**src/adc_ctrl_pkg.sv**
```systemverilog
// Shared constants for the dual converter control and output sequencing block
package adc_ctrl_pkg;
  // ****************************************
  // Register map and fields
  // ****************************************
  localparam logic [7:0] REG_CTRL = 8'h00;
  localparam logic [7:0] REG_STATUS = 8'h04;
  localparam int CTRL_EXT = 0;
  localparam int CTRL_DES_EN = 1;
  localparam int CTRL_DES_Q = 2;
  localparam int CTRL_DDR = 3;
  localparam int CTRL_NODEMUX = 4;
  localparam int CTRL_TRIM_OFF = 5;
  localparam int CTRL_CLK2_EN = 6;
  localparam int CTRL_TUNE_GO = 7;
  localparam int CTRL_W = 7;
  localparam logic [6:0] CTRL_RESET = 7'h00;
  // ****************************************
  // Pin indexes and timing counts
  // ****************************************
  localparam int PIN_FULL_PD = 0;
  localparam int PIN_Q_PD = 1;
  localparam int PIN_DLY_SEL = 2;
  localparam int PIN_DLY_FLOAT = 3;
  localparam int PIN_EDGE = 4;
  localparam int PIN_TUNE = 5;
  localparam int PIN_N = 6;
  localparam int WORD_W = 8;
  localparam int unsigned SHORT_DELAY_CYCLES = 256;
  localparam int unsigned LONG_DELAY_CYCLES = 8192;
  localparam int unsigned TUNE_CYCLES = 1000;
endpackage : adc_ctrl_pkg

```
**src/ctl_if.sv**
```systemverilog
// Signals shared between the top and its tune and output sequencers
interface ctl_if;
  import adc_ctrl_pkg::*;
  logic short_delay, pd_request, manual_pulse;
  logic tune_run, delay_done, pd_active;
  logic ddr, nondemux, launch_rise, clock_stop;
  logic [WORD_W-1:0] i_word, q_word;
  logic [WORD_W-1:0] i_main, i_dly, q_main, q_dly;
  logic fclk;
  modport cal (input short_delay, pd_request, manual_pulse,
    output tune_run, delay_done, pd_active);
  modport out (input ddr, nondemux, launch_rise, clock_stop, i_word, q_word,
    output i_main, i_dly, q_main, q_dly, fclk);
endinterface : ctl_if

```
**src/adc_dual_ctrl.sv**
```systemverilog
// Top level: pin sync, APB registers, mode decode and output pins
//
// Implementation choices: the register addresses and the APB register port.
module adc_dual_ctrl #(
  parameter int unsigned SHORT_DELAY = adc_ctrl_pkg::SHORT_DELAY_CYCLES,
  parameter int unsigned LONG_DELAY = adc_ctrl_pkg::LONG_DELAY_CYCLES,
  parameter int unsigned TUNE_LENGTH = adc_ctrl_pkg::TUNE_CYCLES
) (
  input wire logic CLK_IN,
  input wire logic RST_N_IN,
  // APB slave
  input wire logic PSEL_IN,
  input wire logic PENABLE_IN,
  input wire logic PWRITE_IN,
  input wire logic [7:0] PADDR_IN,
  input wire logic [31:0] PWDATA_IN,
  output logic [31:0] PRDATA_OUT,
  output logic PREADY_OUT,
  output logic PSLVERR_OUT,
  // Control pins, asynchronous to CLK_IN
  input wire logic FULL_POWER_DOWN_IN,
  input wire logic Q_CHANNEL_POWER_DOWN_IN,
  input wire logic TUNE_DELAY_SELECT_IN,
  input wire logic TUNE_DELAY_FLOAT_IN,
  input wire logic LAUNCH_EDGE_SELECT_IN,
  input wire logic TUNE_REQUEST_IN,
  // Converter core words, two's complement, on CLK_IN
  input wire logic [adc_ctrl_pkg::WORD_W-1:0] I_CORE_WORD_IN,
  input wire logic [adc_ctrl_pkg::WORD_W-1:0] Q_CORE_WORD_IN,
  // Output buses and forwarded clocks
  output logic [adc_ctrl_pkg::WORD_W-1:0] I_BUS_MAIN_OUT,
  output logic [adc_ctrl_pkg::WORD_W-1:0] I_BUS_DELAYED_OUT,
  output logic [adc_ctrl_pkg::WORD_W-1:0] Q_BUS_MAIN_OUT,
  output logic [adc_ctrl_pkg::WORD_W-1:0] Q_BUS_DELAYED_OUT,
  output logic I_BUS_OE_N_OUT,
  output logic Q_BUS_OE_N_OUT,
  output logic FORWARDED_DATA_CLOCK_OUT,
  output logic SECOND_FORWARDED_CLOCK_OUT,
  // Core control
  output logic TUNE_IN_PROGRESS_OUT,
  output logic I_CORE_POWER_DOWN_OUT,
  output logic Q_CORE_POWER_DOWN_OUT,
  output logic DES_ACTIVE_OUT,
  output logic DES_Q_SOURCE_OUT
);
  import adc_ctrl_pkg::*;

  // ****************************************
  // State
  // ****************************************
  typedef struct packed {
    logic [1:0] rst_pipe;
    logic [PIN_N-1:0] sync1;
    logic [PIN_N-1:0] sync2;
    logic tune_prev;
    logic tune_go;
    logic [CTRL_W-1:0] ctrl;
    logic [31:0] prdata;
  } top_reg_t;
  top_reg_t r, next_r;

  ctl_if ctl ();

  logic core_rst_n;
  logic setup_phase;
  logic access_phase;
  logic hit_ctrl;
  logic hit_status;
  logic ext_mode;
  logic float_pin;
  logic q_pd_pin;
  logic [31:0] status_word;

  if (WORD_W != 8) begin : g_bad_width
    $error("adc_dual_ctrl: word width must be 8");
  end
  if (SHORT_DELAY < 1 || LONG_DELAY < SHORT_DELAY || TUNE_LENGTH < 2) begin : g_bad_count
    $error("adc_dual_ctrl: bad cycle counts");
  end

  // ****************************************
  // Bus decode
  // ****************************************
  assign setup_phase = PSEL_IN && !PENABLE_IN;
  assign access_phase = PSEL_IN && PENABLE_IN;
  assign hit_ctrl = (PADDR_IN == REG_CTRL);
  assign hit_status = (PADDR_IN == REG_STATUS);

  // Zero-wait slave; unmapped addresses answer with an error
  assign PREADY_OUT = 1'b1;
  assign PSLVERR_OUT = access_phase && !(hit_ctrl || hit_status);
  assign PRDATA_OUT = r.prdata;

  // ****************************************
  // Mode decode
  // ****************************************
  assign core_rst_n = r.rst_pipe[1];
  assign ext_mode = r.ctrl[CTRL_EXT];
  assign float_pin = r.sync2[PIN_DLY_FLOAT];
  assign q_pd_pin = r.sync2[PIN_Q_PD];

  // Extended mode and a floating select pin both force the short delay
  assign ctl.short_delay = ext_mode || float_pin
    || !r.sync2[PIN_DLY_SEL];
  assign ctl.pd_request = r.sync2[PIN_FULL_PD];
  // Pin edge and register strobe both request a tune
  assign ctl.manual_pulse = (r.sync2[PIN_TUNE] && !r.tune_prev) || r.tune_go;

  assign ctl.ddr = r.ctrl[CTRL_DDR];
  assign ctl.nondemux = r.ctrl[CTRL_NODEMUX];
  assign ctl.launch_rise = r.sync2[PIN_EDGE];
  // Clocks keep running through a tune only when trim is disabled
  assign ctl.clock_stop = ctl.tune_run && !r.ctrl[CTRL_TRIM_OFF];
  assign ctl.i_word = I_CORE_WORD_IN;
  assign ctl.q_word = Q_CORE_WORD_IN;

  // Status word shows the block's own state
  assign status_word = {27'h0000000, DES_ACTIVE_OUT, ctl.delay_done,
    Q_CORE_POWER_DOWN_OUT, ctl.pd_active, ctl.tune_run};

  // ****************************************
  // Next state
  // ****************************************
  always_comb begin
    next_r = r;
    // Release of the internal reset needs running clock edges
    next_r.rst_pipe = {r.rst_pipe[0], 1'b1};
    next_r.sync1 = {TUNE_REQUEST_IN, LAUNCH_EDGE_SELECT_IN, TUNE_DELAY_FLOAT_IN,
      TUNE_DELAY_SELECT_IN, Q_CHANNEL_POWER_DOWN_IN, FULL_POWER_DOWN_IN};
    next_r.sync2 = r.sync1;
    next_r.tune_prev = r.sync2[PIN_TUNE];
    next_r.tune_go = 1'b0;
    if (access_phase && PWRITE_IN && hit_ctrl) begin
      next_r.ctrl = PWDATA_IN[CTRL_W-1:0];
      next_r.tune_go = PWDATA_IN[CTRL_TUNE_GO];
    end
    // Read data is loaded in setup so it is ready at the access edge
    if (setup_phase && !PWRITE_IN) begin
      if (hit_ctrl) begin
        next_r.prdata = {25'h0000000, r.ctrl};
      end else if (hit_status) begin
        next_r.prdata = status_word;
      end else begin
        next_r.prdata = 32'h00000000;
      end
    end
  end

  // ****************************************
  // Registers
  // ****************************************
  always_ff @(posedge CLK_IN or negedge RST_N_IN) begin
    if (!RST_N_IN) begin
      r <= '{rst_pipe: 2'b00, sync1: '0, sync2: '0, tune_prev: 1'b0,
        tune_go: 1'b0, ctrl: CTRL_RESET, prdata: 32'h00000000};
    end else begin
      r <= next_r;
    end
  end

  // ****************************************
  // Sequencers
  // ****************************************
  tune_sequencer #(
    .SHORT_CYCLES(SHORT_DELAY),
    .LONG_CYCLES(LONG_DELAY),
    .RUN_CYCLES(TUNE_LENGTH)
  ) u_tune (
    .clk_in(CLK_IN),
    .rst_n_in(core_rst_n),
    .ctl(ctl.cal)
  );

  word_sequencer u_words (
    .clk_in(CLK_IN),
    .rst_n_in(core_rst_n),
    .ctl(ctl.out)
  );

  // ****************************************
  // Output pins
  // ****************************************
  // Whole device down, or only the Q side; held down until reset is released
  assign I_CORE_POWER_DOWN_OUT = ctl.pd_active || !core_rst_n;
  assign Q_CORE_POWER_DOWN_OUT = ctl.pd_active || q_pd_pin || !core_rst_n;
  // Buses are released while a power-down pin holds their channel down; the reset hold leaves them driven
  assign I_BUS_OE_N_OUT = ctl.pd_active;
  assign Q_BUS_OE_N_OUT = ctl.pd_active || q_pd_pin;

  // Dual edge: a floating select pin picks the I input, extended mode picks any
  assign DES_ACTIVE_OUT = ext_mode ? r.ctrl[CTRL_DES_EN] : float_pin;
  assign DES_Q_SOURCE_OUT = ext_mode && r.ctrl[CTRL_DES_Q];

  assign TUNE_IN_PROGRESS_OUT = ctl.tune_run;
  assign I_BUS_MAIN_OUT = ctl.i_main;
  assign I_BUS_DELAYED_OUT = ctl.i_dly;
  assign Q_BUS_MAIN_OUT = ctl.q_main;
  assign Q_BUS_DELAYED_OUT = ctl.q_dly;
  // Both clocks come from the same flop, so they stay edge aligned
  assign FORWARDED_DATA_CLOCK_OUT = ctl.fclk;
  assign SECOND_FORWARDED_CLOCK_OUT = ctl.fclk && r.ctrl[CTRL_CLK2_EN];
endmodule : adc_dual_ctrl

```
**src/tune_sequencer.sv**
```systemverilog
// Power-up delay, tune cycle timing and power-down deferral
module tune_sequencer #(
  parameter int unsigned SHORT_CYCLES = adc_ctrl_pkg::SHORT_DELAY_CYCLES,
  parameter int unsigned LONG_CYCLES = adc_ctrl_pkg::LONG_DELAY_CYCLES,
  parameter int unsigned RUN_CYCLES = adc_ctrl_pkg::TUNE_CYCLES
) (
  input wire logic clk_in,
  input wire logic rst_n_in,
  ctl_if.cal ctl
);
  import adc_ctrl_pkg::*;
  typedef enum logic [2:0] {ST_WAIT = 3'b001, ST_TUNE = 3'b010, ST_IDLE = 3'b100} tune_state_t;
  typedef struct packed {
    tune_state_t state;
    logic [31:0] count;
  } tune_reg_t;
  tune_reg_t r, next_r;
  logic [31:0] limit;

  if (SHORT_CYCLES < 1 || LONG_CYCLES < SHORT_CYCLES || RUN_CYCLES < 2) begin : g_bad
    $error("tune_sequencer: bad cycle counts");
  end

  // Delay length chosen live, so a late select change still counts
  assign limit = ctl.short_delay ? SHORT_CYCLES : LONG_CYCLES;
  always_comb begin
    next_r = r;
    case (r.state)
      ST_WAIT: begin
        if (!ctl.pd_request) begin
          if (r.count + 32'd1 >= limit) begin
            next_r.state = ST_TUNE;
            next_r.count = 32'd0;
          end else begin
            next_r.count = r.count + 32'd1;
          end
        end
      end
      ST_TUNE: begin
        if (r.count == RUN_CYCLES - 1) begin
          next_r.state = ST_IDLE;
          next_r.count = 32'd0;
        end else begin
          next_r.count = r.count + 32'd1;
        end
      end
      ST_IDLE: begin
        if (ctl.manual_pulse && !ctl.pd_request) begin
          next_r.state = ST_TUNE;
        end
      end
      default: begin
        next_r.state = ST_WAIT;
        next_r.count = 32'd0;
      end
    endcase
  end

  always_ff @(posedge clk_in or negedge rst_n_in) begin
    if (!rst_n_in) begin
      r <= '{state: ST_WAIT, count: 32'd0};
    end else begin
      r <= next_r;
    end
  end

  // Power down waits for a running tune to end
  assign ctl.tune_run = (r.state == ST_TUNE);
  assign ctl.pd_active = ctl.pd_request && (r.state != ST_TUNE);
  assign ctl.delay_done = (r.state != ST_WAIT);
endmodule : tune_sequencer

```
**src/word_sequencer.sv**
```systemverilog
// Demultiplexing, offset binary coding and forwarded clock generation
module word_sequencer (
  input wire logic clk_in,
  input wire logic rst_n_in,
  ctl_if.out ctl
);
  import adc_ctrl_pkg::*;
  typedef struct packed {
    logic phase;
    logic fclk;
    logic [WORD_W-1:0] i_main, i_dly, q_main, q_dly, i_hold, q_hold;
  } seq_reg_t;
  seq_reg_t r, next_r;

  // Core words are two's complement; flipping the sign bit gives offset binary
  function automatic logic [WORD_W-1:0] to_offset(input logic [WORD_W-1:0] w);
    return {~w[WORD_W-1], w[WORD_W-2:0]};
  endfunction : to_offset

  always_comb begin
    next_r = r;
    if (ctl.nondemux) begin
      // One word per clock on the main buses, clock edge per word
      next_r.i_main = to_offset(ctl.i_word);
      next_r.q_main = to_offset(ctl.q_word);
      next_r.fclk = ~r.fclk;
      next_r.phase = 1'b0;
    end else begin
      next_r.phase = ~r.phase;
      if (!r.phase) begin
        // Earlier word waits for the delayed bus
        next_r.i_hold = to_offset(ctl.i_word);
        next_r.q_hold = to_offset(ctl.q_word);
      end else begin
        next_r.i_dly = r.i_hold;
        next_r.q_dly = r.q_hold;
        next_r.i_main = to_offset(ctl.i_word);
        next_r.q_main = to_offset(ctl.q_word);
      end
      if (ctl.ddr) begin
        next_r.fclk = r.phase ? ~r.fclk : r.fclk;
      end else begin
        next_r.fclk = r.phase ? ctl.launch_rise : ~ctl.launch_rise;
      end
    end
    if (ctl.clock_stop) begin
      next_r.fclk = 1'b0;
    end
  end

  always_ff @(posedge clk_in or negedge rst_n_in) begin
    if (!rst_n_in) begin
      r <= '0;
    end else begin
      r <= next_r;
    end
  end

  assign ctl.i_main = r.i_main;
  assign ctl.i_dly = r.i_dly;
  assign ctl.q_main = r.q_main;
  assign ctl.q_dly = r.q_dly;
  assign ctl.fclk = r.fclk;
endmodule : word_sequencer

```
**config.mk**
```make
export PLATFORM = sky130hd
export DESIGN_NAME = adc_dual_ctrl
export DESIGN_NICKNAME = d
export VERILOG_FILES = /design/src/adc_ctrl_pkg.sv /design/src/ctl_if.sv /design/src/adc_dual_ctrl.sv /design/src/tune_sequencer.sv /design/src/word_sequencer.sv
export SDC_FILE = /design/constraint.sdc
export NUM_CORES = 1
export LEC_CHECK = 0
export ABC_AREA = 1
export BUFFER_PORTS_ARGS = -buffer_cell sky130_fd_sc_hd__buf_2
export CORE_MARGIN = 2
export CORE_UTILIZATION = 52
export CTS_CLUSTER_DIAMETER = 200
export DETAILED_ROUTE_END_ITERATION = 8
export GPL_ROUTABILITY_DRIVEN = 0
export MAX_ROUTING_LAYER = met4
export PLACE_DENSITY = 0.76
export SLEW_MARGIN = 5
export SYNTH_ARGS = -nofsm -noshare
export SYNTH_HDL_FRONTEND = slang
export SYNTH_SLANG_ARGS = --single-unit
```
**constraint.sdc**
```tcl
create_clock -name CLK_IN -period 4.5 [get_ports CLK_IN]
set_input_delay 1.125 -clock CLK_IN [delete_from_list [all_inputs] [get_ports CLK_IN]]
set_output_delay 1.125 -clock CLK_IN [all_outputs]
set_load 0.01 [all_outputs]
```
Word level (Yosys, flattened, before mapping)
Cells that the tools add are included.
Widths: inputs -> output; s select.
Operators by class
  add/sub/neg operators: 1
  $mul: 0
  divide/modulo/power cells: 0
  order comparisons: 1
  eq/ne operators: 12
  shifts and indexed selects: 0
  mux-type cells: 20
  bitwise logic cells: 7
  reduce and logical (&&, ||, !) cells: 33
Operators with widths (number)
  $mux 32: 3
  $pmux 32 s3: 1
  $mux 35: 1
  $add 32x1->32 const B: 1
  $eq 32x10->1 const B: 1
  $ge 32x32->1: 1
  $mux 8: 2
  $mux 14: 1
  $logic_and 1x1->1: 12
  $mux 10: 1
  $mux 3: 3
  $pmux 3 s3: 1
  $eq 8x3->1 const B: 1
  $logic_not 1->1: 8
  $logic_not 8->1: 1
  $logic_or 1x1->1: 7
  $mux 7: 1
  $not 1->1: 7
  $ne 2x1->1 const B: 3
  $reduce_and 2->1: 3
  $mux 1: 5
  $mux 5: 1
  $ne 4x1->1 const B: 1
  $reduce_and 4->1: 1
  other kinds (7): 7
Word-level totals
  register bits: 140
  bits in latches: 0
  RAM bits: 0
  ROM bits: 0
  bits of input ports: 67
  output and inout port bits: 75
  word-level logic and storage cells: 91
  memories kept: 0

Logic depth before layout (Yosys ltp)
  depth in word-level cells: 7
  mapped depth: 16
  mapped depth without buffers: 15

By module
A second synthesis with hierarchy kept.
Unflattened totals
  cells, all modules: 804
  area total of the unflattened synthesis: 6266.0 um2
By module, submodules not included
  tune_sequencer: times used 1, cells an instance 402, area each 2650.0 um2, seq. area each 877.1 um2
  word_sequencer: times used 1, cells an instance 236, area each 2153.3 um2, seq. area each 1251.2 um2
  adc_dual_ctrl: times used 1, cells an instance 166, area each 1462.7 um2, seq. area each 750.7 um2

Worst setup path before layout
No wires, ideal clock.
  kind: register to output
  start: register r, in the netlist core_rst_n
  end: output Q_CORE_POWER_DOWN_OUT
  data arrival time: 2.583 ns
  required time: 3.375 ns
  path slack: 0.792 ns
  cell stages (with the launch flop): 2
  path buffers: 0
  cell sequence: dfrtp_1 > nand3_1
Between the ends
  longest elaborated chain between the ends: 2
Ends and longest elaborated chain
  start, declared: line adc_dual_ctrl.sv:60  | top_reg_t r, next_r;
  start signal, assigned: line adc_dual_ctrl.sv:154  | r <= '{rst_pipe: 2'b00, sync1: '0, sync2: '0, tune_prev: 1'b0,
  start signal, assigned: line adc_dual_ctrl.sv:157  | r <= next_r;
  $logic_not 1->1 (no source line)
  $logic_or 1x1->1: line adc_dual_ctrl.sv:185  | assign Q_CORE_POWER_DOWN_OUT = ctl.pd_active || q_pd_pin || !core_rst_n;
  end, declared: line adc_dual_ctrl.sv:42  | output logic Q_CORE_POWER_DOWN_OUT,
Every way passes these cells.

Worst setup path in the final report
  start: input PADDR_IN[5]
  end: output PSLVERR_OUT
Between the ends
  longest elaborated chain between the ends: 4
  elaborated cells on any way between the ends: 5
  classes of those cells: eq/ne (1); reduce/logical (4)
Ends and longest elaborated chain
  start, declared: line adc_dual_ctrl.sv:15  | input wire logic [7:0] PADDR_IN,
  $eq 8x3->1 or $logic_not 8->1 (tied branches): line adc_dual_ctrl.sv:87, adc_dual_ctrl.sv:86
  $logic_or 1x1->1 (*): line adc_dual_ctrl.sv:91  | assign PSLVERR_OUT = access_phase && !(hit_ctrl || hit_status);
  $logic_not 1->1 (*): line adc_dual_ctrl.sv:91
  $logic_and 1x1->1 (*): line adc_dual_ctrl.sv:91
  end, declared: line adc_dual_ctrl.sv:19  | output logic PSLVERR_OUT,
Mark *: on every way between the ends. The rest lies on a longest branch, timed or not.

==> metrics.yaml <==
status:
  status: "completed"
yosys:
  synthCells: 757
  synth_top_family_by_area: "simple AND/OR/NAND/NOR gates"
  synth_xor_area_share_pct: 1.317
  yosysSeqAreaShare_pct: 48.10
  synth.distinct_cells: 37
  yosys_warnings: 0
  synth-async-reset-ratio_pct: 100.0
  synthesis.area_mm2: 0.005986
  avgSynthCellArea_um2: 7.907
  synth_edf_count: 0
  yosys.area_share.adder_pct: 0.6271
  ys.flop_type: "dfrtp_1"
  synthMuxAreaShare_pct: 1.693
  synth-seq-cells: 115
  synth_compound_area_share_pct: 6.773
  synth_simple_gate_area_share_pct: 27.11
job:
  maxCapViolCount: 0
sta:
  whs_ns: 0.2252
  fin_crit_sh_pct: 65.21
  rsz0062_at_grt: "no"
  hold_violations: 0
  setup_viol: 0
  relSlewSlack_pct: 32.66
  slew_viol_final: 0
  skew_ns: 0.008135
  fin_tns_setup_ns: 0
  clock.fmax_ghz: 0.3408
  tightest_slew_ns: 1.010
  setup_slack_ns: 1.566
  period_needed_ns: 2.934
place:
  place_hpwl_um: 9268
  port_buffers: 91
  post-place-ws_ns: 1.401
worst_setup_path:
  path_max_fanout: 2
  r2r-start: "u_tune.r[0]$_DFFE_PN0P_"
  endpoint: "PSLVERR_OUT"
  crit_arrival_ns: 1.81
  critPathKind: "in2out"
  crit_cells: 4
  startpoint_type: "input pin"
  crit_family: "simple AND/OR/NAND/NOR gates"
  end_kind: "primary output"
  cp.required_ns: 3.38
  cpPeakStageDelay_ns: 0.34
  slowest_stage: "nor4_1"
  path_cells: "buf_2 > nor4_1 > a21oi_1 > buf_2"
  reg2reg_to: "u_tune.r[9]$_DFFE_PN0P_"
  critPathBufInv: 2
  cpMostUsedCell: "buf_2"
  startpoint: "PADDR_IN[5]"
  rrSetupSlack_ns: 1.77
  reg2reg_depth: 15
power_and_ir_drop:
  leakage_uw: 0.003417
  clkPwrFrac_pct: 42.0
  seqPwrFrac_pct: 39.1
  p_per_area_mw_per_mm2: 476.9
  p_int_uw: 2274
  ir_worst_vdd_uv: 382.6
  switching_share_pct: 30.01
  p_switching_uw: 975.1
  p_comb_share_pct: 18.8
  total_power_uw: 3249
cts:
  path_clk_slew_ns: 0.05
  holdBufCountCts: 0
  cts_num_sinks: 115
  htreeDepth: 4
  clk_latency_ns: 0.42
  cts_buffers: 17
  root_buffer: "clkbuf_16"
  cts_tree: "done"
  clk_path_buf_depth: 2
  post_cts_buffers: 0
  post_cts_resize_count: 0
floorplanning:
  io-pin-count: 142
  initial_utilization_pct: 52.87
  coreArea_mm2: 0.01132
  die_width_um: 111.3
  die_area_mm2: 0.01239
  dieHeight_um: 111.3
  std_cell_rows: 39
final_layout:
  layout_common_cells: "nand2_1 (243), dfrtp_1 (113), buf_2 (91)"
  layout.nets: 886
  final_layout_size_suffix_gt1_share_pct: 19.06
  num_antenna_cells: 0
  area_delta_synth_final_pct: 13.82
  final_common_cell: "nand2_1"
detailed_routing:
  vias: 4925
  drtPass1Iterations: 6
  postRouteAntennaNets: 0
  drt_drc_violations_left: 0
  drt_iter0_markers: 361
  finalWirelength_um: 13120
  wl_per_cell_um: 13.49
  vias_per_cell: 5.067
grt:
  grt_antenna_before_repair: 0
  grt_pass1_wl_um: 22340
  overflow: 0
  grt_pass1_vias: 4795
  grt_max_degree: 68
  grt_usage_pct: 23.32
hold_path:
  hold_path.class: "reg2async"
-- through the flow --
step	util (%)	cells	cell area, um2
6_report	60.18	972	6813
5_1_grt	60.18	972	6813
4_1_cts	60.18	972	6813
3_5_place_dp	54.79	940	6202
3_3_place_gp	54.79	940	6202
2_1_floorplan	-	782	6080
-- per-layer routing --
metal  global-route usage [%]  routed length, um  up-vias
met3                    5.358                695       34
met1                    29.61               5838     2320
met2                    35.61               6233      148
li1                         -                  -     2423
met4                    11.11                349        0
met5                        -                  0        -
-- worst register-to-register path, stage by stage, from the launching register on --
cell and delay (ns):
dfrtp_1 0.42, ha_1 0.23, nand2_2 0.10, nor2_4 0.18, nand2_2 0.14, xor2_1 0.18
ha_1 0.31, nand2_1 0.06, nor3_1 0.20, nand4_1 0.11, nand3_1 0.12, nand2_1 0.09
nand3_2 0.12, nand2_2 0.18, nand3_1 0.12, nand2_1 0.07
-- state kept, by name, indices dropped and copies added (netlist names) --
signal / cells
u_words.ctl.q_dly: 8
next_r: 8
PRDATA_OUT: 7
ctl.nondemux: 1
q_pd_pin: 1
ctl.launch_rise: 1
core_rst_n: 1
u_tune.r: 35
u_words.r: 17
ext_mode: 1
ctl.ddr: 1
ctl.pd_request: 1
u_words.ctl.i_main: 8
u_words.ctl.i_dly: 8
u_words.ctl.q_main: 8
float_pin: 1
u_words.ctl.fclk: 1
r: 7
-- power groups by stage --
stage / logic (uW) / registers, uW / clock network, uW
after floorplan: 532 / 1270 / 0
after detailed placement: 609 / 1280 / 0
final: 611 / 1270 / 1370
after global placement: 599 / 1280 / 0
after CTS: 614 / 1270 / 1380
after global routing: 682 / 1290 / 1430
-- cells by family after synthesis --
logic type / count (synthesis)
AND/OR/NAND/NOR: 387
other: 2
adder cells (fa/ha/maj): 3
buffers and inverters: 160
AO/OA/AOI/OAI: 72
XOR/XNOR: 9
multiplexers: 9
flip-flops: 115
-- worst min path at each step --
| stage | from | end | slack, ns | cells after the start |
|---|---|---|---|---|
| 2_1_floorplan | next_r[54]$_DFF_PN0_ | core_rst_n$_DFF_PN0_ | 0.33 | 0 |
| 3_3_place_gp | core_rst_n$_DFF_PN0_ | u_tune.r[8]$_DFFE_PN0P_ | 0.23 | 0 |
| 3_5_place_dp | core_rst_n$_DFF_PN0_ | u_tune.r[8]$_DFFE_PN0P_ | 0.22 | 0 |
| 4_1_cts | core_rst_n$_DFF_PN0_ | u_tune.r[23]$_DFFE_PN0P_ | 0.23 | 0 |
| 5_1_grt | core_rst_n$_DFF_PN0_ | u_tune.r[8]$_DFFE_PN0P_ | 0.24 | 0 |
| 6_report | core_rst_n$_DFF_PN0_ | u_tune.r[8]$_DFFE_PN0P_ | 0.23 | 0 |
-- cells in the mapped netlist, types with 8 or more instances --
master | number | area (um2)
o21ai_0 | 46 | 230.2
nand3_1 | 44 | 220.2
nand4_1 | 10 | 62.56
nor2_1 | 61 | 229.0
inv_1 | 78 | 292.8
clkbuf_1 | 13 | 48.80
buf_4 | 65 | 488.0
xor2_1 | 8 | 70.07
dfrtp_1 | 114 | 2853
o22ai_1 | 11 | 68.82
nand2_1 | 243 | 912.1
mux2_2 | 9 | 101.4
-- final cells by class --
class	count	area (um2)
clock inverters	13	157.7
well taps	143	178.9
flip-flops and latches	115	2883
multi-input cells	507	2355
fillers	1029	4508
inverters	80	300.3
clock buffers	19	452.9
repair buffers	95	485.5
Power figures use the tool's default switching activity.
